===== config.mk =====
export PLATFORM = sky130hd
export DESIGN_NAME = compact_timer
export DESIGN_NICKNAME = d
export VERILOG_FILES = /design/src/rtl/compact_timer_pkg.sv /design/src/rtl/compact_timer.sv
export SDC_FILE = /design/constraint.sdc
export NUM_CORES = 1
export LEC_CHECK = 0
export BUFFER_PORTS_ARGS = -buffer_cell sky130_fd_sc_hd__buf_2
export CAP_MARGIN = 40
export CORE_ASPECT_RATIO = 0.5
export CORE_MARGIN = 2
export CORE_UTILIZATION = 60
export CTS_CLUSTER_DIAMETER = 30
export DETAILED_ROUTE_END_ITERATION = 6
export PLACE_DENSITY = 0.85
export SLEW_MARGIN = 20
export SYNTH_ARGS = -nofsm -noshare
export SYNTH_HDL_FRONTEND = slang
export SYNTH_SLANG_ARGS = --single-unit

===== constraint.sdc =====
create_clock -name clk -period 4.4 [get_ports clk]
set_input_delay 1.1 -clock clk [delete_from_list [all_inputs] [get_ports clk]]
set_output_delay 1.1 -clock clk [all_outputs]
set_load 0.05 [all_outputs]

===== src/rtl/compact_timer_pkg.sv =====
// Package for the compact timer: register map, field layout, reset values and types
package compact_timer_pkg;

	// Word offsets on the Avalon-MM bus (byte address = 4 * index)
	localparam logic [2:0] REG_CTRL0     = 3'h0;
	localparam logic [2:0] REG_CTRL1     = 3'h1;
	localparam logic [2:0] REG_COUNT_LO  = 3'h2;
	localparam logic [2:0] REG_COUNT_HI  = 3'h3;
	localparam logic [2:0] REG_CMPA_LO   = 3'h4;
	localparam logic [2:0] REG_CMPA_HI   = 3'h5;
	localparam logic [2:0] REG_FLAGS     = 3'h6;

	// Control 0 fields
	localparam int CTRL0_PAUSE_BIT  = 7;
	localparam int CTRL0_ENABLE_BIT = 3;
	// Control 1 fields
	localparam int CTRL1_MODE_HI    = 7;
	localparam int CTRL1_PIN_HI     = 5;
	localparam int CTRL1_OC_BIT     = 3;
	localparam int CTRL1_POL_BIT    = 2;
	localparam int CTRL1_SWAP_BIT   = 1;
	localparam int CTRL1_CLR_BIT    = 0;
	// Flag register fields (write one to clear)
	localparam int FLAG_A_BIT       = 0;
	localparam int FLAG_P_BIT       = 1;

	localparam logic [7:0] CTRL_RESET   = 8'h00;
	localparam logic [9:0] CMPA_RESET   = 10'h000;
	localparam logic [9:0] COUNT_MAX    = 10'h3ff;
	localparam logic [2:0] FIELD_DIV4   = 3'h0;
	localparam logic [1:0] DIV4_LAST    = 2'h3;

	typedef enum logic [1:0] {
		MODE_COMPARE = 2'h0,
		MODE_UNDEF   = 2'h1,
		MODE_PWM     = 2'h2,
		MODE_TIMER   = 2'h3
	} mode_t;

	// Decoded control bits, carried together
	typedef struct packed {
		logic       pause;
		logic [2:0] clk_sel;
		logic       enable;
		logic [2:0] period_code;
		mode_t      mode;
		logic [1:0] pin_function;
		logic       output_control;
		logic       output_polarity;
		logic       period_duty_swap;
		logic       clear_select;
	} ctrl_t;

	// Avalon-MM slave request
	typedef struct packed {
		logic [2:0] address;
		logic       read;
		logic       write;
		logic [7:0] writedata;
	} bus_req_t;

endpackage : compact_timer_pkg


===== src/rtl/compact_timer.sv =====
// Compact 10-bit timer with compare-match, timer/counter and PWM modes
//
// Behaviour
// [RQ1] Comparator A value is 10 bits: low byte register plus two bits high.
// [RQ2] Mode field: 00 compare-match, 11 timer/counter, 10 PWM.
// [RQ3] Clear-select low: clear on P match or overflow; raise A and P flags.
// [RQ4] Clear-select high: clear on A match; raise only the A flag.
// [RQ5] Clear-select high, A value zero: overflow at 3FF, no A flag.
// [RQ6] Compare-match mode: only A matches change the pin.
// [RQ7] A match sets, clears or toggles pin per pin function; zero means none.
// [RQ8] Enable rising edge loads pin with output-control initial level.
// [RQ9] Timer/counter mode counts like compare-match mode but leaves pin unused.
// [RQ10] PWM mode ignores the clear-select bit.
// [RQ11] PWM, swap low: period from code (000 is 1024), duty from A.
// [RQ12] Duty at or above period gives 100 percent duty.
// [RQ13] PWM, swap high: period from A, duty from code times 128.
// [RQ14] PWM mode raises A and P flags on each comparator match.
// [RQ15] PWM keeps running when pin function forces inactive or active level.
// [RQ16] Output-control picks active level; polarity inverts final pin.
// [RQ17] Each period-comparator counter clear starts a new PWM period.
// [RQ18] Enable rising clears counter; falling enable holds the count.
// [RQ19] Period code compares only with counter bits 9 to 7.
// [RQ20] Pin updates on the same timer tick as the flag and clear; timer_out here changes one clock after the flag.
`timescale 1ns/1ns
`default_nettype none

module compact_timer
	import compact_timer_pkg::*;
(
	// Clock and reset
	input  wire logic             clk,
	input  wire logic             resetn,
	// Avalon-MM slave
	input  wire logic [2:0]       avs_address,
	input  wire logic             avs_read,
	input  wire logic             avs_write,
	input  wire logic [7:0]       avs_writedata,
	output logic      [7:0]       avs_readdata,
	output logic                  avs_waitrequest,
	// Timer clock sources and pin
	input  wire logic             fast_tick,
	input  wire logic             slow_tick,
	input  wire logic             ext_clk_in,
	output logic                  timer_out,
	output logic                  timer_out_en,
	output logic                  match_a_flag,
	output logic                  match_p_flag
);
	import compact_timer_pkg::*;

	////////////////////////////////////////////////////////////////////////////
	// Registers

	logic [7:0] ctrl0_q;
	logic [7:0] ctrl1_q;
	logic [9:0] compare_a_value_q;
	logic [9:0] count_q;
	logic       flag_a_q;
	logic       flag_p_q;
	logic       pin_q;
	logic       pwm_q;
	logic       enable_prev_q;
	logic       ext_prev_q;
	logic [1:0] div_q;
	logic       ack_q;
	logic [7:0] rdata_q;
	ctrl_t      ctrl;
	bus_req_t   req;

	assign req = '{address: avs_address, read: avs_read, write: avs_write,
		writedata: avs_writedata};

	assign ctrl.pause            = ctrl0_q[CTRL0_PAUSE_BIT];
	assign ctrl.clk_sel          = ctrl0_q[6:4];
	assign ctrl.enable           = ctrl0_q[CTRL0_ENABLE_BIT];
	assign ctrl.period_code      = ctrl0_q[2:0];
	// [RQ2] mode decode
	assign ctrl.mode             = mode_t'(ctrl1_q[CTRL1_MODE_HI -: 2]);
	assign ctrl.pin_function     = ctrl1_q[CTRL1_PIN_HI -: 2];
	assign ctrl.output_control   = ctrl1_q[CTRL1_OC_BIT];
	assign ctrl.output_polarity  = ctrl1_q[CTRL1_POL_BIT];
	assign ctrl.period_duty_swap = ctrl1_q[CTRL1_SWAP_BIT];
	assign ctrl.clear_select     = ctrl1_q[CTRL1_CLR_BIT];

	////////////////////////////////////////////////////////////////////////////
	// Timer clock selection: one-cycle tick pulses only

	wire ext_rise = ext_clk_in & ~ext_prev_q;
	wire ext_fall = ~ext_clk_in & ext_prev_q;
	wire div4_tick = (div_q == DIV4_LAST);
	logic sel_tick;

	always_comb
	begin
		unique case (ctrl.clk_sel)
			3'h0: sel_tick = div4_tick;
			3'h1: sel_tick = 1'b1;
			3'h2: sel_tick = fast_tick;
			3'h3: sel_tick = fast_tick & div4_tick;
			3'h4: sel_tick = slow_tick;
			3'h5: sel_tick = slow_tick;
			3'h6: sel_tick = ext_rise;
			3'h7: sel_tick = ext_fall;
		endcase
	end

	wire enable_rise = ctrl.enable & ~enable_prev_q;
	wire tick = sel_tick & ctrl.enable & ~ctrl.pause & ~enable_rise;

	////////////////////////////////////////////////////////////////////////////
	// Comparators and clear decision

	wire is_pwm = (ctrl.mode == MODE_PWM);
	// Match on the coming count so a clear gives a span of exactly the compare value
	wire [9:0] count_inc = count_q + 10'h001;
	// [RQ19] period code sees only counter bits 9..7
	wire match_p = (ctrl.period_code != 3'h0) && (count_inc[9:7] == ctrl.period_code);
	wire match_a = (compare_a_value_q != 10'h000) && (count_inc == compare_a_value_q);
	wire at_top  = (count_q == COUNT_MAX);
	// [RQ11] code 000 means a full 1024-clock span
	wire span_end = (ctrl.period_code == 3'h0) ? at_top : match_p;

	logic clear_cnt;
	logic set_a;
	logic set_p;

	always_comb
	begin
		if (is_pwm)
		begin
			// [RQ10] clear-select ignored; [RQ17] period comparator restarts
			clear_cnt = ctrl.period_duty_swap ? (match_a | at_top) : (span_end | at_top);
			// [RQ14] both flags in PWM mode
			set_a = match_a;
			set_p = match_p;
		end
		else if (ctrl.clear_select)
		begin
			// [RQ4] clear on A, A flag only; [RQ5] zero A overflows silently
			clear_cnt = match_a | at_top;
			set_a = match_a;
			set_p = 1'b0;
		end
		else
		begin
			// [RQ3] clear on P or overflow, both flags; [RQ9] same for timer mode
			clear_cnt = span_end | at_top;
			set_a = match_a;
			set_p = match_p;
		end
	end

	////////////////////////////////////////////////////////////////////////////
	// PWM waveform: active while count is below duty

	wire [10:0] duty_val   = ctrl.period_duty_swap ? {1'b0, compare_a_value_q}
		: {1'b0, compare_a_value_q};
	wire [10:0] code_val   = (ctrl.period_code == 3'h0) ? 11'h400
		: {1'b0, ctrl.period_code, 7'h00};
	wire [10:0] duty_eff   = ctrl.period_duty_swap ? code_val : duty_val;
	// [RQ13] swap high: period from A, duty from code
	wire [10:0] period_eff = ctrl.period_duty_swap ? {1'b0, compare_a_value_q} : code_val;
	// [RQ12] duty at or above period holds active
	wire [10:0] count_next = clear_cnt ? 11'h000 : {1'b0, count_q} + 11'h001;
	wire pwm_active = (duty_eff >= period_eff) || (count_next < duty_eff);

	////////////////////////////////////////////////////////////////////////////
	// Pin function in compare mode

	logic pin_next;

	always_comb
	begin
		// [RQ6] [RQ7] only a flagged A match drives the pin
		unique case (ctrl.pin_function)
			2'h0: pin_next = pin_q;
			2'h1: pin_next = 1'b0;
			2'h2: pin_next = 1'b1;
			2'h3: pin_next = ~pin_q;
		endcase
	end

	// [RQ16] active level from output-control, then polarity inversion
	wire pwm_level = (pwm_active ~^ ctrl.output_control);
	logic pin_drive;

	always_comb
	begin
		if (is_pwm)
		begin
			// [RQ15] forced levels leave the waveform running
			unique case (ctrl.pin_function)
				2'h0: pin_drive = ~ctrl.output_control;
				2'h1: pin_drive = ctrl.output_control;
				default: pin_drive = pwm_q;
			endcase
		end
		else
			pin_drive = pin_q;
	end

	////////////////////////////////////////////////////////////////////////////
	// Counter, divider, pin state

	always_ff @(posedge clk)
	begin
		if (!resetn)
		begin
			count_q       <= 10'h000;
			pin_q         <= 1'b0;
			pwm_q         <= 1'b0;
			enable_prev_q <= 1'b0;
			ext_prev_q    <= 1'b0;
			div_q         <= 2'h0;
		end
		else
		begin
			enable_prev_q <= ctrl.enable;
			ext_prev_q    <= ext_clk_in;
			div_q         <= div_q + 2'h1;
			// [RQ18] restart from zero; falling enable just stops ticks
			if (enable_rise)
			begin
				count_q <= 10'h000;
				// [RQ8] initial level
				pin_q   <= ctrl.output_control;
				pwm_q   <= ctrl.output_control;
			end
			else if (tick)
			begin
				count_q <= count_next[9:0];
				// [RQ20] pin changes on the matching tick
				if (set_a && ctrl.mode == MODE_COMPARE)
					pin_q <= pin_next;
				pwm_q <= pwm_level;
			end
		end
	end

	// Output enable low in timer/counter mode frees the pin
	always_ff @(posedge clk)
	begin
		if (!resetn)
		begin
			timer_out    <= 1'b0;
			timer_out_en <= 1'b0;
		end
		else
		begin
			// [RQ9] pin unused in timer mode
			timer_out_en <= ctrl.enable & (ctrl.mode != MODE_TIMER);
			timer_out    <= pin_drive ^ ctrl.output_polarity;
		end
	end

	////////////////////////////////////////////////////////////////////////////
	// Register bus: one wait cycle, readback of control, count and flags

	wire access = req.read | req.write;
	wire take   = access & ack_q;
	wire clr_a  = take & req.write & (req.address == REG_FLAGS)
		& req.writedata[FLAG_A_BIT];
	wire clr_p  = take & req.write & (req.address == REG_FLAGS)
		& req.writedata[FLAG_P_BIT];
	wire hit_a  = tick & set_a;
	wire hit_p  = tick & set_p;

	logic [7:0] rd_mux;

	always_comb
	begin
		unique case (req.address)
			REG_CTRL0:    rd_mux = ctrl0_q;
			REG_CTRL1:    rd_mux = ctrl1_q;
			REG_COUNT_LO: rd_mux = count_q[7:0];
			REG_COUNT_HI: rd_mux = {6'h00, count_q[9:8]};
			// [RQ1] comparator A halves, upper six bits read zero
			REG_CMPA_LO:  rd_mux = compare_a_value_q[7:0];
			REG_CMPA_HI:  rd_mux = {6'h00, compare_a_value_q[9:8]};
			REG_FLAGS:    rd_mux = {6'h00, flag_p_q, flag_a_q};
			default:      rd_mux = 8'h00;
		endcase
	end

	always_ff @(posedge clk)
	begin
		if (!resetn)
		begin
			ctrl0_q           <= CTRL_RESET;
			ctrl1_q           <= CTRL_RESET;
			compare_a_value_q <= CMPA_RESET;
			flag_a_q          <= 1'b0;
			flag_p_q          <= 1'b0;
			ack_q             <= 1'b0;
			rdata_q           <= 8'h00;
		end
		else
		begin
			ack_q <= access & ~ack_q;
			if (access & ~ack_q)
				rdata_q <= rd_mux;
			if (take & req.write)
			begin
				unique case (req.address)
					REG_CTRL0:   ctrl0_q <= req.writedata;
					REG_CTRL1:   ctrl1_q <= req.writedata;
					// [RQ1] 10-bit comparator A value
					REG_CMPA_LO: compare_a_value_q[7:0] <= req.writedata;
					REG_CMPA_HI: compare_a_value_q[9:8] <= req.writedata[1:0];
					default:     ;
				endcase
			end
			// Set wins over a clear in the same cycle
			flag_a_q <= hit_a | (flag_a_q & ~clr_a);
			flag_p_q <= hit_p | (flag_p_q & ~clr_p);
		end
	end

	assign avs_readdata    = rdata_q;
	assign avs_waitrequest = ~ack_q;
	assign match_a_flag    = flag_a_q;
	assign match_p_flag    = flag_p_q;

endmodule : compact_timer

`default_nettype wire


==> impl_metrics.toml <==
[worst_hold_path]
hold_class = "register to register"
holdPathEnd = "div_q[0]"
min_from = "div_q[0]"
hold_depth = 1

[global_route]
grt_usage_pct = 29.8
antenna_found_initial = 0
grt_max_degree = 41
grt-ovfl-total = 0
grt_pass1_wl_mm = 15.7
grt_pass1_vias = 3150

[drt]
drt_pass1_iterations = 5
drc = 0
ant_nets = 0
drt_iter0_drc = 320
routed_via_density = 6.33
routedWlPerCell_um = 17.3
vias = 3501
totalWireLength_mm = 9.56

[logic_synthesis]
synth_top_area_share_pct = 30.1
ys_seq_elements = 55
yosysMostFrequentCell = "dfxtp_1"
synth-seq-area-share_pct = 30.1
synth_edf_count = 0
syn_area_um2 = 3660
avgSynthCellArea_um2 = 7.86
synthArstFlopShare_pct = 0
syn-num-nets = 499
ys_warn_count = 0
yosysTopAreaCell = "dfxtp_1"
syn_inst = 466
ys_top_cells_by_count = "dfxtp_1 (55), nor2_1 (53), nand2_1 (42), a21oi_1 (29), mux2i_1 (29)"
dominantRegCellSynth = "dfxtp_1"
synth_cell_types = 56
synth_area_leaders = "dfxtp_1 (30%), mux2i_1 (7.9%), nor2_1 (5.4%)"

[worst_setup_path]
crit_fanout = 12
critPathRequiredTime_ns = 4.61
cp_data_arrival_time_ns = 4.32
rr_worst_depth = 16
worstReg2RegEnd = "pwm_q"
r2r_start = "count_q[1]"
start_kind = "register"
cp-end-kind = "register"
r2r_slack_ns = 0.29
path_class = "register to register"

[timing]
finalCriticalPeriod_ns = 4.11
setup_tns_ns = 0
tightest_slew_ns = 0.831
hold_violations = 0
setup_viol = 0
min_period_over_period_pct = 93.4
max_freq_mhz = 243
rsz0062_at_grt = "no"
slew_headroom_pct = 44.4
fin_skew_ns = 0.00420
layout_setup_ws_ns = 0.290
maxSlewViolCount = 0

[outcome]
status = "completed"

[floorplan]
ios = 31
core_um2 = 5980
placementRows = 20
die_x_um = 115
initial_core_util_pct = 61.3
die_area_um2 = 6780
fp.dieH_um = 59.3

[place]
placed_area_um2 = 3800
pre_cts_ws_ns = 0.149
dp.cells = 545
gp_congestion = 0.924
dpl.hpwl_mm = 6.78
portBuffers = 30

[finish]
insertedDiodeCount = 0
areaGrowthSynthToFinish_pct = 8.85
final_cells = 553
drive_gt1_share_pct = 13.9
nets = 508
fin_area_um2 = 3990

[cts]
cts_tree = "done"
cts.path.max_buffers = 2
clock_latency_ns = 0.30
cts_sinks = 55
path_clk_slew_ns = 0.08
post_cts_buffers = 0
root_buffer = "clkbuf_16"
cts_buffers = 5
cts.htree.levels = 2

[power]
p_total_uw = 1060
p_per_area_nw_per_um2 = 267
p_leak_uw = 0.00149
max-vdd-ir-drop_mv = 0.227

[flow_run]
max_cap_viol_count = 0
==> worst max-delay path by stage <==
| stage | endpoint | slack [ns] | cells past startpoint | from |
|---|---|---|---|---|
| 2_1_floorplan | pwm_q | 0.64 | 18 | count_q[1] |
| 3_3_place_gp | pwm_q | 0.37 | 17 | count_q[0] |
| 4_1_cts | pwm_q | 0.05 | 16 | count_q[0] |
| 6_report | pwm_q | 0.29 | 16 | count_q[1] |
| 5_1_grt | pwm_q | 0.02 | 15 | count_q[1] |
| 3_5_place_dp | pwm_q | 0.15 | 16 | count_q[0] |
==> repair_timing <==
action	in CTS	in global routing
hold buffers	0	0
resized for setup	0	6
setup endpoints to repair	0	1
==> kinds of logic after synthesis <==
group | count (synthesis) | share of synthesized area, %
AND/OR/NAND/NOR | 199 | 28.0
AO/OA/AOI/OAI | 95 | 15.9
flip-flops | 55 | 30.1
buffers and inverters | 46 | 5.46
multiplexers | 36 | 10.4
XOR/XNOR | 19 | 4.95
adder cells (fa/ha/maj) | 15 | 5.12
other | 1 | 0.102
==> registers in the layout (all words and copies together) (netlist names) <==
register / flops
enable_prev_q: 1
ctrl1_q: 8
compare_a_value_q: 10
count_q: 10
ext_prev_q: 1
match_a_flag: 1
div_q: 2
timer_out_en: 1
pin_q: 1
pwm_q: 1
avs_readdata: 8
ctrl0_q: 8
match_p_flag: 1
ack_q: 1
timer_out: 1
==> layout make-up <==
cell class                      instances  area, um^2
Inverter                               11        41.3
Clock inverter                          3        50.0
Sequential cell                        55        1110
Timing Repair Buffer                   37         203
Clock buffer                            5         125
Fill cell                             484        1990
Multi-Input combinational cell        365        2370
Tap cell                               77        96.3
==> where the power goes <==
group,internal [uW],switching (uW),leakage [uW]
clock network,275,205,0.0000863
registers,502,5.34,0.000446
logic,25.1,49.7,0.000962
total,803,260,0.00149
==> routing by layer <==
metal  GRT usage [%]  up-vias  routed length (um)  share of wire, %
li1                -     1668                   -                 -
met1            41.7     1645                4290                45
met2            46.9      169                4200                44
met3            6.75       19                 921               9.6
met4            8.19        0                 141               1.5
met5               0        -                   0                 0
==> worst max-delay path, cell delays in order, from the launching register on <==
cell      delay [ns]
dfxtp_1         0.45
ha_2            0.33
nand3_1         0.19
xor3_1          0.24
o21ai_0         0.08
a2111o_1        0.43
nor4_4          0.23
a21o_2          0.30
nor2_1          0.09
ha_1            0.32
nand4_1         0.14
nor3_1          0.21
o21ai_0         0.17
a211o_1         0.33
a211oi_1        0.22
o21ai_0         0.10
a211oi_1        0.19
==> stage by stage <==
| stage | hold WS, ns | utilization [%] |
|---|---|---|
| 3_3_place_gp | 0.410 | 63.6 |
| 3_5_place_dp | 0.419 | 63.6 |
| 2_1_floorplan | 0.399 | - |
| 5_1_grt | 0.448 | 66.7 |
| 4_1_cts | 0.430 | 66.5 |
| 6_report | 0.423 | 66.7 |
==> cell usage in the layout, fill, tap and decap left out, types with 2 or more instances in the layout <==
cell type and instances:
inv_1 10, buf_4 7, o22ai_1 2, a21oi_1 29, clkbuf_16 5, a211o_1 2, nor2_1 53, nand2b_1 14
mux2i_1 29, nand3_1 20, or2_2 2, a22oi_1 10, or4_1 5, o2111ai_1 2, a31oi_1 10, o21ai_0 24
ha_1 14, dfxtp_1 51, nor3_1 11, a211oi_1 4, dfxtp_2 4, and3_1 3, o21a_1 2, nor4_1 4
nand4_1 7, nand3b_1 2, o211ai_1 2, nor2b_1 7, xnor2_1 10, mux2_2 6, and2_1 11, or3_1 7
xor2_1 8, buf_2 30, nand2_1 42, a2111o_1 2
Power figures use the tool's default switching activity.
